File: src/hw/mie_consts.svh
`ifndef MIE_CONSTS_SVH
`define MIE_CONSTS_SVH
// APB register byte offsets
`define MIE_OFF_CTRL 12'h000
`define MIE_OFF_OPER 12'h004
`define MIE_OFF_ACC 12'h008
`define MIE_OFF_STAT 12'h00c
`define MIE_OFF_RES 12'h010
`define MIE_OFF_TBL 12'h014
// Status field positions
`define MIE_ST_C 0
`define MIE_ST_AC 1
`define MIE_ST_Z 2
`define MIE_ST_OV 3
`define MIE_ST_SKIP 4
`define MIE_ST_MWR 5
`define MIE_ST_DUMMY 6
// Reset value and other constants
`define MIE_ACC_RST 8'h00
`define MIE_ALL_ONES 8'hff
`define MIE_SKIP_CYCLES 2
`endif

File: src/hw/mie_pkg.sv
`default_nettype none
package mie_pkg;
  typedef enum logic [4:0] {
    MIE_NOP = 5'h00,
    MIE_SUBTRACT_WITH_BORROW = 5'h01,
    MIE_SUBTRACT_BORROW_TO_MEM = 5'h02,
    MIE_SUB = 5'h03,
    MIE_SUBTRACT_TO_MEM = 5'h04,
    MIE_SUB_IMM = 5'h05,
    MIE_DECREMENT_SKIP_ZERO = 5'h06,
    MIE_DECREMENT_LOAD_SKIP_ZERO = 5'h07,
    MIE_INCREMENT_SKIP_ZERO = 5'h08,
    MIE_INCREMENT_LOAD_SKIP_ZERO = 5'h09,
    MIE_SET_BYTE = 5'h0a,
    MIE_SET_BIT = 5'h0b,
    MIE_BIT_ONE_SKIP = 5'h0c,
    MIE_BYTE_ZERO_SKIP = 5'h0d,
    MIE_LOAD_SKIP_IF_EMPTY = 5'h0e,
    MIE_BIT_ZERO_SKIP = 5'h0f,
    MIE_NIBBLE_EXCHANGE = 5'h10,
    MIE_NIBBLE_EXCHANGE_TO_ACC = 5'h11,
    MIE_TABLE_READ_CURRENT_PAGE = 5'h12,
    MIE_TABLE_READ_LAST_PAGE = 5'h13,
    MIE_XOR = 5'h14,
    MIE_XOR_TO_MEM = 5'h15,
    MIE_XOR_IMM = 5'h16
  } mie_op_e;

  typedef struct packed {
    logic signed_range_flag;
    logic zero;
    logic half_nibble_flag;
    logic carry;
  } mie_flags_s;

  typedef struct packed {
    logic [7:0] operand;
    logic [7:0] immediate;
    logic [2:0] bit_sel;
    logic [4:0] pad;
    mie_op_e op;
  } mie_oper_s;

  typedef struct packed {
    logic dummy;
    logic mem_write;
    logic skip;
  } mie_seq_s;
endpackage
`default_nettype wire

File: src/hw/mie_exec.sv
// The register addresses and the APB slave port were chosen for this implementation.
`include "mie_consts.svh"
`default_nettype none
module mie_exec #(
  parameter int ROM_AW = 12,
  parameter int ROM_DW = 15,
  parameter int PAGE_BITS = 8
) (
  input wire logic pclk,
  input wire logic presetn,
  input wire logic psel,
  input wire logic penable,
  input wire logic pwrite,
  input wire logic [11:0] paddr,
  input wire logic [31:0] pwdata,
  output logic [31:0] prdata,
  output logic pready,
  output logic pslverr,
  output logic [ROM_AW-1:0] rom_addr,
  input wire logic [ROM_DW-1:0] rom_data,
  input wire logic [ROM_AW-1:0] pc_value,
  output logic [7:0] mem_wdata,
  output logic mem_we,
  output logic skip_next,
  output logic dummy_cycle
);
  localparam int HI_W = ROM_DW - 8;

  logic [7:0] acc;
  mie_pkg::mie_flags_s flags;
  mie_pkg::mie_oper_s oper;
  logic [7:0] rom_index_pointer;
  logic [HI_W-1:0] rom_upper_byte_latch;
  logic [7:0] result;
  mie_pkg::mie_seq_s seq;
  logic go;
  logic busy;

  logic [7:0] next_acc;
  logic [7:0] next_res;
  mie_pkg::mie_flags_s next_flags;
  logic next_skip;
  logic next_mwr;
  logic next_tbl;

  wire logic wr = psel && penable && pwrite;
  wire logic rd_ok = (paddr == `MIE_OFF_CTRL) || (paddr == `MIE_OFF_OPER) ||
      (paddr == `MIE_OFF_ACC) || (paddr == `MIE_OFF_STAT) ||
      (paddr == `MIE_OFF_RES) || (paddr == `MIE_OFF_TBL);

  // Add with carry-in; returns {ov, ac, c, sum}
  function automatic logic [10:0] add8(input logic [7:0] a,
                                       input logic [7:0] b,
                                       input logic ci);
    logic [8:0] s;
    logic [4:0] lo;
    logic ov;
    s = {1'b0, a} + {1'b0, b} + {8'h00, ci};
    lo = {1'b0, a[3:0]} + {1'b0, b[3:0]} + {4'h0, ci};
    ov = (a[7] == b[7]) && (s[7] != a[7]);
    add8 = {ov, lo[4], s[8], s[7:0]};
  endfunction

  function automatic logic [7:0] swap_nib(input logic [7:0] v);
    swap_nib = {v[3:0], v[7:4]};
  endfunction

  always_comb begin
    logic [10:0] sum;
    logic [7:0] inc;
    logic [7:0] dec;
    logic [7:0] bmask;
    sum = 11'h000;
    inc = oper.operand + 8'h01;
    dec = oper.operand - 8'h01;
    bmask = 8'h01 << oper.bit_sel;
    next_acc = acc;
    next_res = oper.operand;
    next_flags = flags;
    next_skip = 1'b0;
    next_mwr = 1'b0;
    next_tbl = 1'b0;
    unique case (oper.op)
      mie_pkg::MIE_SUBTRACT_WITH_BORROW,
      mie_pkg::MIE_SUBTRACT_BORROW_TO_MEM: begin
        sum = add8(acc, ~oper.operand, flags.carry);
      end
      mie_pkg::MIE_SUB, mie_pkg::MIE_SUBTRACT_TO_MEM: begin
        sum = add8(acc, ~oper.operand, 1'b1);
      end
      mie_pkg::MIE_SUB_IMM: begin
        sum = add8(acc, ~oper.immediate, 1'b1);
      end
      default: begin
        sum = 11'h000;
      end
    endcase
    unique case (oper.op)
      mie_pkg::MIE_NOP: begin
      end
      mie_pkg::MIE_SUBTRACT_WITH_BORROW, mie_pkg::MIE_SUB,
      mie_pkg::MIE_SUB_IMM: begin
        next_acc = sum[7:0];
        next_flags = '{sum[10], sum[7:0] == 8'h00, sum[9], sum[8]};
      end
      mie_pkg::MIE_SUBTRACT_BORROW_TO_MEM,
      mie_pkg::MIE_SUBTRACT_TO_MEM: begin
        next_res = sum[7:0];
        next_mwr = 1'b1;
        next_flags = '{sum[10], sum[7:0] == 8'h00, sum[9], sum[8]};
      end
      mie_pkg::MIE_DECREMENT_SKIP_ZERO: begin
        next_res = dec;
        next_mwr = 1'b1;
        next_skip = (dec == 8'h00);
      end
      mie_pkg::MIE_DECREMENT_LOAD_SKIP_ZERO: begin
        next_acc = dec;
        next_skip = (dec == 8'h00);
      end
      mie_pkg::MIE_INCREMENT_SKIP_ZERO: begin
        next_res = inc;
        next_mwr = 1'b1;
        next_skip = (inc == 8'h00);
      end
      mie_pkg::MIE_INCREMENT_LOAD_SKIP_ZERO: begin
        next_acc = inc;
        next_skip = (inc == 8'h00);
      end
      mie_pkg::MIE_SET_BYTE: begin
        next_res = `MIE_ALL_ONES;
        next_mwr = 1'b1;
      end
      mie_pkg::MIE_SET_BIT: begin
        next_res = oper.operand | bmask;
        next_mwr = 1'b1;
      end
      mie_pkg::MIE_BIT_ONE_SKIP: begin
        next_skip = (oper.operand & bmask) != 8'h00;
      end
      mie_pkg::MIE_BYTE_ZERO_SKIP: begin
        next_skip = (oper.operand == 8'h00);
      end
      mie_pkg::MIE_LOAD_SKIP_IF_EMPTY: begin
        next_acc = oper.operand;
        next_skip = (oper.operand == 8'h00);
      end
      mie_pkg::MIE_BIT_ZERO_SKIP: begin
        next_skip = (oper.operand & bmask) == 8'h00;
      end
      mie_pkg::MIE_NIBBLE_EXCHANGE: begin
        next_res = swap_nib(oper.operand);
        next_mwr = 1'b1;
      end
      mie_pkg::MIE_NIBBLE_EXCHANGE_TO_ACC: begin
        next_acc = swap_nib(oper.operand);
      end
      mie_pkg::MIE_TABLE_READ_CURRENT_PAGE,
      mie_pkg::MIE_TABLE_READ_LAST_PAGE: begin
        next_res = rom_data[7:0];
        next_mwr = 1'b1;
        next_tbl = 1'b1;
      end
      mie_pkg::MIE_XOR: begin
        next_acc = acc ^ oper.operand;
        next_flags.zero = (next_acc == 8'h00);
      end
      mie_pkg::MIE_XOR_TO_MEM: begin
        next_res = acc ^ oper.operand;
        next_mwr = 1'b1;
        next_flags.zero = (next_res == 8'h00);
      end
      mie_pkg::MIE_XOR_IMM: begin
        next_acc = acc ^ oper.immediate;
        next_flags.zero = (next_acc == 8'h00);
      end
      default: begin
      end
    endcase
  end

  // Table address: pointer in the low page bits, page from PC or the top
  always_comb begin
    if (oper.op == mie_pkg::MIE_TABLE_READ_LAST_PAGE) begin
      rom_addr = {{(ROM_AW-PAGE_BITS){1'b1}},
                  rom_index_pointer[PAGE_BITS-1:0]};
    end else begin
      rom_addr = {pc_value[ROM_AW-1:PAGE_BITS],
                  rom_index_pointer[PAGE_BITS-1:0]};
    end
  end

  // Writing the control word with bit 0 set executes one instruction
  assign go = wr && (paddr == `MIE_OFF_CTRL) && pwdata[0] && !busy;

  always_ff @(posedge pclk or negedge presetn) begin
    if (!presetn) begin
      oper <= '0;
      rom_index_pointer <= 8'h00;
    end else if (wr && paddr == `MIE_OFF_OPER && !busy) begin
      oper <= pwdata[28:0];
    end else if (wr && paddr == `MIE_OFF_TBL && !busy) begin
      rom_index_pointer <= pwdata[7:0];
    end
  end

  always_ff @(posedge pclk or negedge presetn) begin
    if (!presetn) begin
      acc <= `MIE_ACC_RST;
      flags <= '0;
    end else if (go) begin
      acc <= next_acc;
      flags <= next_flags;
    end else if (wr && paddr == `MIE_OFF_ACC && !busy) begin
      acc <= pwdata[7:0];
    end else if (wr && paddr == `MIE_OFF_STAT && !busy) begin
      flags <= pwdata[3:0];
    end
  end

  always_ff @(posedge pclk or negedge presetn) begin
    if (!presetn) begin
      result <= 8'h00;
      rom_upper_byte_latch <= '0;
      mem_we <= 1'b0;
      mem_wdata <= 8'h00;
    end else begin
      mem_we <= go && next_mwr;
      if (go) begin
        result <= next_res;
        mem_wdata <= next_res;
      end
      if (go && next_tbl) begin
        rom_upper_byte_latch <= rom_data[ROM_DW-1:8];
      end
    end
  end

  // Skip: flag the prefetch as discarded, then one dummy cycle
  always_ff @(posedge pclk or negedge presetn) begin
    if (!presetn) begin
      seq <= '0;
    end else begin
      seq.mem_write <= go && next_mwr;
      seq.skip <= go && next_skip;
      seq.dummy <= seq.skip;
    end
  end

  assign busy = seq.skip || seq.dummy;
  assign skip_next = seq.skip;
  assign dummy_cycle = seq.dummy;
  assign pready = 1'b1;
  assign pslverr = psel && penable && !rd_ok;

  always_ff @(posedge pclk or negedge presetn) begin
    if (!presetn) begin
      prdata <= 32'h0000_0000;
    end else if (psel && !penable && !pwrite) begin
      unique case (paddr)
        `MIE_OFF_OPER: prdata <= {3'h0, oper};
        `MIE_OFF_ACC: prdata <= {24'h0, acc};
        `MIE_OFF_STAT: prdata <= {25'h0, seq.dummy, seq.mem_write,
                                  seq.skip, flags};
        `MIE_OFF_RES: prdata <= {24'h0, result};
        `MIE_OFF_TBL: prdata <= {{(24-HI_W){1'b0}}, rom_upper_byte_latch,
                                 rom_index_pointer};
        default: prdata <= 32'h0000_0000;
      endcase
    end
  end
endmodule
`default_nettype wire

File: config.mk
export PLATFORM = sky130hd
export DESIGN_NAME = mie_exec
export DESIGN_NICKNAME = d
export VERILOG_FILES = /design/src/hw/mie_pkg.sv /design/src/hw/mie_exec.sv
export VERILOG_INCLUDE_DIRS = /design/src /design/src/hw
export SDC_FILE = /design/constraint.sdc
export NUM_CORES = 1
export LEC_CHECK = 0
export BUFFER_PORTS_ARGS = -buffer_cell sky130_fd_sc_hd__buf_2
export CAP_MARGIN = 20
export CORE_MARGIN = 2
export CORE_UTILIZATION = 46
export DETAILED_ROUTE_END_ITERATION = 8
export PLACE_DENSITY_LB_ADDON = 0.2
export SKIP_LAST_GASP = 1
export SLEW_MARGIN = 20
export SYNTH_ARGS = -nofsm -noshare
export SYNTH_HDL_FRONTEND = slang
export SYNTH_SLANG_ARGS = --single-unit
export TNS_END_PERCENT = 5
File: constraint.sdc
create_clock -name pclk -period 3.2 [get_ports pclk]
set_clock_uncertainty 0.15 [all_clocks]
set_input_delay 0.48 -clock pclk [delete_from_list [all_inputs] [get_ports pclk]]
set_output_delay 0.48 -clock pclk [all_outputs]
set_load 0.01 [all_outputs]
==> results of run 1 <==
-- metrics by stage --
step	hold WS (ps)	setup slack, ps	power (mW)
after floorplan	34.4	-11.4	1.33
after global placement	264	-204	1.44
after detailed placement	263	-222	1.44
after CTS	190	-86.8	2.52
after global routing	196	-179	2.59
final	199	-82.0	2.50
-- worst max path at each step --
stage / from / end / slack [ps] / cells past startpoint
6_report: acc[0] / flags[2] / -80 / 10
5_1_grt: oper[21] / flags[2] / -180 / 11
4_1_cts: acc[0] / flags[2] / -90 / 10
3_5_place_dp: acc[0] / acc[4] / -220 / 12
3_3_place_gp: acc[0] / acc[4] / -200 / 12
2_1_floorplan: oper[21] / flags[2] / -10 / 11
-- power by group through the flow --
| stage | combinational [mW] | sequential [mW] | clock, mW |
|---|---|---|---|
| floorplan | 0.0682 | 1.27 | 0 |
| global placement | 0.179 | 1.26 | 0 |
| finish | 0.181 | 1.23 | 1.09 |
| CTS | 0.182 | 1.23 | 1.11 |
| global route | 0.200 | 1.24 | 1.15 |
| detailed placement | 0.180 | 1.26 | 0 |
-- per-layer routing --
| metal | global-route usage | vias up | routed length [um] |
|---|---|---|---|
| met5 | 0 | - | 0 |
| met2 | 0.506 | 345 | 12300 |
| met3 | 0.0632 | 60 | 2010 |
| li1 | - | 3529 | - |
| met4 | 0.107 | 0 | 818 |
| met1 | 0.460 | 3704 | 11700 |
-- Yosys cell counts (8+ instances only) --
cell type / number
nand2b_1: 15
clkbuf_1: 47
xnor2_1: 16
nand2_1: 99
a211oi_1: 11
and3_1: 9
o22ai_1: 12
xor2_1: 11
a2111oi_0: 8
a21oi_1: 39
dfrtp_1: 96
nand4_1: 10
mux2_2: 54
nor3_1: 20
o21ai_0: 56
inv_1: 25
a221oi_1: 20
a22oi_1: 18
nor2_1: 69
ha_1: 23
nand3_1: 37
-- cell type report --
cell class	count	share of cell area
Multi-Input combinational cell	667	0.498
Sequential cell	96	0.262
Clock buffer	9	0.0246
Clock inverter	7	0.00942
Tap cell	211	0.0288
Timing Repair Buffer	240	0.167
Inverter	25	0.0102
-- cells by family after synthesis --
kind of cell | Yosys count
flops | 96
other cells | 2
simple gates | 317
fa+ha+maj | 26
buf+inv | 87
compound gates | 233
xor+xnor | 27
mux | 60
-- registers in the layout (all words and copies together), names as in the netlist --
name / count
oper: 29
acc: 8
result: 8
dummy_cycle: 1
rom_upper_byte_latch: 7
seq: 1
prdata: 29
flags: 4
rom_index_pointer: 8
skip_next: 1
-- repair_timing --
item / in CTS / in global routing
setup endpoints to repair: 6 / 15
pin swaps: 0 / 1
hold buffers: 1 / 0
resized for setup: 2 / 8
hold endpoints to repair: 26 / 0
-- worst max-delay path, stage by stage, from the launching register on --
cell and delay [ps]:
dfrtp_1 420, ha_1 250, fa_2 560, ha_1 180, nand2_1 90, nor3_4 160
nand3_1 130, xnor2_1 180, a211o_1 350, or4_1 540, o31ai_1 190
==> results.md, run 1 <==
* Final hold vios at 0
* Slew Limit Fails at 0
* R2R depth at 10
* H-tree depth at 3
* Antenna violations before repair at 0
* Reg clk slew, reported paths at 80 ps
* Worst setup SP type: register
* Non-filler instance count after layout at 1255
* Slew margin rel. at 0.384
* Worst slew pin tran at 920 ps
* Post-synth cell types at 82
* Die Wd at 129 um
* Synth Instances at 848
* Placement Cell Area at 8800 um2
* Commonest non-fill, non-tap cells in the layout: 122 x buf_4, 116 x buf_2, 99 x nand2_1, 96 x dfrtp_1, 68 x nor2_1
* Core box area at 15300 um2
* CP Max Fanout at 4
* Sequential Area at 2400 um2
* DRC errors left at 0
* Clk root buf: clkbuf_16
* Post-synth EDFFs at 0
* Top cells by area, synth: dfrtp_1 33%, mux2_2 8.4%, nand2_1 5.1%, ha_1 4.0%, o21ai_0 3.9%
* CTS tree: built
* Reg2Reg Setup Slack at -80 ps
* Vias per cell at 6.09
* Largest family of logic cells by synthesized area: compound AO/OA/AOI/OAI gates
* Most common cell after layout, fill and taps aside: buf_4
* Combinational fraction of design power at 0.072
* Top cell type's share of synthesized area at 0.332
* # fillers at 1407
* Sequential share of power at 0.493
* Worst Hold Launch: pwdata[12]
* Syn Area/Cell at 8.53 um2
* Ratio of cells with drive above 1 in the final layout at 0.328
* Area of the multi-input gates at 4570 um2
* Final nets at 1140
* Max frequency at 305 MHz
* Area growth syn-to-layout at 26.8%
* Hold path endpoint: oper[12]
* Final Core Density at 0.601
* Violated checks: setup timing
* Clk sinks at 96
* Synth Flop Type: dfrtp_1
* Sw Ratio at 0.258
* Clock Tree Buf Depth at 2
* Std cell rows at 45
* Max Cap Viol at 0
* Total wire length at 26900 um
* Compound-Gate Fraction of Synth Area at 0.222
* Power Density at 273 nW/um2
* Total GRT Usage at 0.326
* Largest net degree at the start of global routing at 71
* Outcome: complete, but fails checks
* First-pass GRT wire length at 41200 um
* HP Class: in -> reg
* Worst setup EP type: register
* Final min period at 3280 ps
* Netlist Area Pre-Place at 7230 um2
* VDD IR max at 0.000326 V
* Worst flop-to-flop path endpoint: flags[2]
* Sequential area share after synthesis at 0.332
* GPL Wtd Cong at 1.03
* Final setup violation count at 4
* Clock Latency Late Sink at 360 ps
* First-pass iteration count of the detailed router at 6
* Setup TNS at -158 ps
* Post-Synth Adder-Cell Area at 0.0467
* Synth area leader: dfrtp_1
* Leakage at 4.23 nW
* Multiplexer share of the synthesized area at 0.0958
* Antenna cells at 0
* Final worst path period share at 1.03
* Final ANT Viol Nets at 0
* I/O pin count at 133
* Drt wl/cell at 21.4 um
* Clock power share at 0.434
* Synth async-reset ratio at 1.00
* Routed vias at 7638
* WHS Path Cells at 2
* Synth Area in XOR/XNOR at 0.0327
* P_int at 1.86 mW
* Initial Util at 0.474
* HPWL after detailed placement at 21000 um
* WS Path Type: reg -> reg
* Placed insts at 1238
* Critical path required time at 3310 ps
* Synth warnings at 0
* RSZ-0062 raised after global routing: yes
* Design area at 9170 um2
* Switching power at 0.646 mW
* Post-CTS setup buffers at 0
* Synthesized flop and latch total at 96
* Port Buffer Count at 117
* Final WS setup at -82.0 ps
* Post-Synth Simple-Gate Area at 0.220
* Worst r2r src: acc[0]
* Crit path DAT at 3400 ps
* GRT Residual Overflow at 0
* Die height at 129 um
* Num CTS Buffers at 9
* Vias in the first global route at 7290
* DIE AREA at 16700 um2
* Starting DRT DRC Count at 804
Power figures use the tool's default switching activity.
==> run 2: changes to the inputs <==
--- a/constraint.sdc
+++ b/constraint.sdc
@@ -3,3 +3,3 @@
 set_input_delay 0.48 -clock pclk [delete_from_list [all_inputs] [get_ports pclk]]
 set_output_delay 0.48 -clock pclk [all_outputs]
-set_load 0.01 [all_outputs]
+set_load 0.1 [all_outputs]
==> run 2 against run 1 <==
The flow still finishes with violations (setup timing). Wire length up 0.86%. Clock power up 4%. Critical path depth unchanged. Register-to-register slack better by 20 ps. Sequential power about the same. Core utilization up 1.3 points. Count of clock-buffer cells in the layout unchanged. Critical endpoint unchanged.
==> results.md, run 2 (synthesis results as in run 1) <==
* Worst setup EP type: register
* WP buf/inv at 1 (+1)
* VDD IR max at 0.000275 V (-16%)
* DIE AREA at 16700 um2 (unchanged)
* Leakage at 4.27 nW (+0.94%)
* HPWL after detailed placement at 21100 um (+0.59%)
* Vias in the first global route at 7332 (+0.58%)
* Vias per cell at 6.13 (+0.66%)
* Critical path required time at 3320 ps (about the same)
* Placed insts at 1234 (-0.32%)
* HP Class: in -> reg
* First-pass GRT wire length at 41500 um (+0.74%)
* Sw Ratio at 0.285 (+0.0269)
* Commonest non-fill, non-tap cells in the layout: 121 x buf_4, 112 x buf_2, 98 x nand2_1, 95 x dfrtp_1, 67 x nor2_1
* Final worst path period share at 1.02 (-0.00727)
* Starting DRT DRC Count at 761 (-5.3%)
* Num CTS Buffers at 9 (unchanged)
* Switching power at 0.769 mW (+19%)
* Total wire length at 27100 um (+0.86%)
* Final setup violation count at 2 (-2)
* Clock Latency Late Sink at 360 ps (about the same)
* Crit path DAT at 3380 ps (-20 ps)
* Die height at 129 um (unchanged)
* P_int at 1.93 mW (+3.9%)
* Non-filler instance count after layout at 1257 (+0.16%)
* CP max stage delay at 620 ps (+60 ps)
* Largest regs: oper x29, prdata x29
* Clk root buf: clkbuf_16
* Drt wl/cell at 21.6 um (+0.70%)
* Met3 Use GR at 0.0694 (+0.00619)
* Ratio of cells with drive above 1 in the final layout at 0.341 (+0.0137)
* CTS tree: built
* Most crowded layer after global routing: met2
* Antenna cells at 0 (unchanged)
* Initial Util at 0.474 (unchanged)
* Final ANT Viol Nets at 0 (unchanged)
* Port Buffer Count at 117 (unchanged)
* Antenna violations before repair at 0 (unchanged)
* Final hold vios at 0 (unchanged)
* Std cell rows at 45 (unchanged)
* CP Max Fanout at 5 (+1)
* Sequential share of power at 0.458 (-0.035)
* Critical path cell sequence: buf_12 -> fa_2 -> ha_4 -> nand2_2 -> nor3_4 -> nand3_2 -> mux2i_2 -> a211o_1 -> or4_1 -> o31ai_1
* Power Density at 288 nW/um2 (+5.6%)
* First-pass iteration count of the detailed router at 5 (-1)
* Area growth syn-to-layout at 29.4%
* GRT met1 Usage at 0.466 (+0.00603)
* Top delay family on crit path: simple AND/OR/NAND/NOR gates
* Worst slew pin tran at 816 ps (-104 ps)
* Clock power share at 0.419 (-0.015)
* DRC errors left at 0 (unchanged)
* Die Wd at 129 um (unchanged)
* Slew margin rel. at 0.455 (+0.0703)
* Largest net degree at the start of global routing at 50 (-30%)
* Tot Pwr at 2.70 mW (+7.8%)
* Max Cap Viol at 0 (unchanged)
* Outcome: complete, but fails checks
* Violated checks: setup timing
* Reg clk slew, reported paths at 80 ps (about the same)
* Final nets at 1142 (+0.18%)
* Max frequency at 307 MHz (+0.71%)
* Final min period at 3260 ps (-23.3 ps)
* Slowest CP cell: fa_2
* GR Util met2 at 0.494 (-0.0111)
* Combinational fraction of design power at 0.123 (+0.051)
* Slew Limit Fails at 0 (unchanged)
* Worst setup SP type: register
* H-tree depth at 3 (unchanged)
* Most common cell after layout, fill and taps aside: buf_4
* GPL Wtd Cong at 1.00 (-2.6%)
* Clock Tree Buf Depth at 2 (unchanged)
* Final WS setup at -58.8 ps (+23.3 ps)
* Final Core Density at 0.613 (+0.0125)
* Routed vias at 7701 (+0.82%)
* Clk sinks at 96 (unchanged)
* RSZ-0062 raised after global routing: yes
* Core box area at 15300 um2 (unchanged)
* Total GRT Usage at 0.327 (+0.00139)
* WS Path Type: reg -> reg
* GRT Residual Overflow at 0 (unchanged)
* I/O pin count at 133 (unchanged)
-- run 2: power groups by stage --
stage,clock [mW],combinational (mW),sequential (mW)
after floorplan,0,0.110,1.36
after global placement,0,0.328,1.26
after detailed placement,0,0.329,1.26
after CTS,1.15,0.331,1.24
after global routing,1.20,0.351,1.24
final,1.13,0.332,1.24
-- run 2: repair_timing --
action / CTS / global route
hold endpoints to repair: 6 / 0
resized for setup: 5 / 29
setup buffers: 0 / 6
hold buffers: 1 / 0
pin swaps: 1 / 11
setup endpoints to repair: 6 / 12
-- run 2: final timing paths --
check	from	endpoint	slack, ps	depth (start not counted)
min in group asynchronous	presetn	oper[24]	530	2
worst min-delay path	rom_data[11]	rom_upper_byte_latch[3]	200	2
worst max register to register	acc[1]	flags[2]	-60	10
max in group asynchronous	presetn	acc[0]	1650	3
worst min register to register	skip_next	dummy_cycle	310	0
worst max-delay path	acc[1]	flags[2]	-60	10
-- run 2: metal layers --
| metal | vias up | share of wire |
|---|---|---|
| li1 | 3542 | - |
| met4 | 0 | 0.031 |
| met3 | 55 | 0.079 |
| met5 | - | 0 |
| met1 | 3739 | 0.44 |
| met2 | 365 | 0.45 |
-- run 2: through the flow --
| step | setup slack [ps] | cell area (um2) | hold slack [ps] | setup TNS [ps] |
|---|---|---|---|---|
| after floorplan | -11.4 | 7290 | 34.4 | -11.4 |
| after global placement | -98.3 | 8850 | 292 | -207 |
| after detailed placement | -89.8 | 8850 | 277 | -236 |
| after CTS | -31.2 | 9200 | 190 | -65.1 |
| after global routing | -149 | 9360 | 188 | -629 |
| final | -58.8 | 9360 | 203 | -81.6 |
-- run 2: layout make-up --
type,instances,area (um2)
clock buffer,9,225
clock inverter,7,85.1
fill,1393,5900
inverter,25,93.8
multi-input combinational,667,4650
sequential,96,2400
tap,211,264
timing repair buffer,242,1640
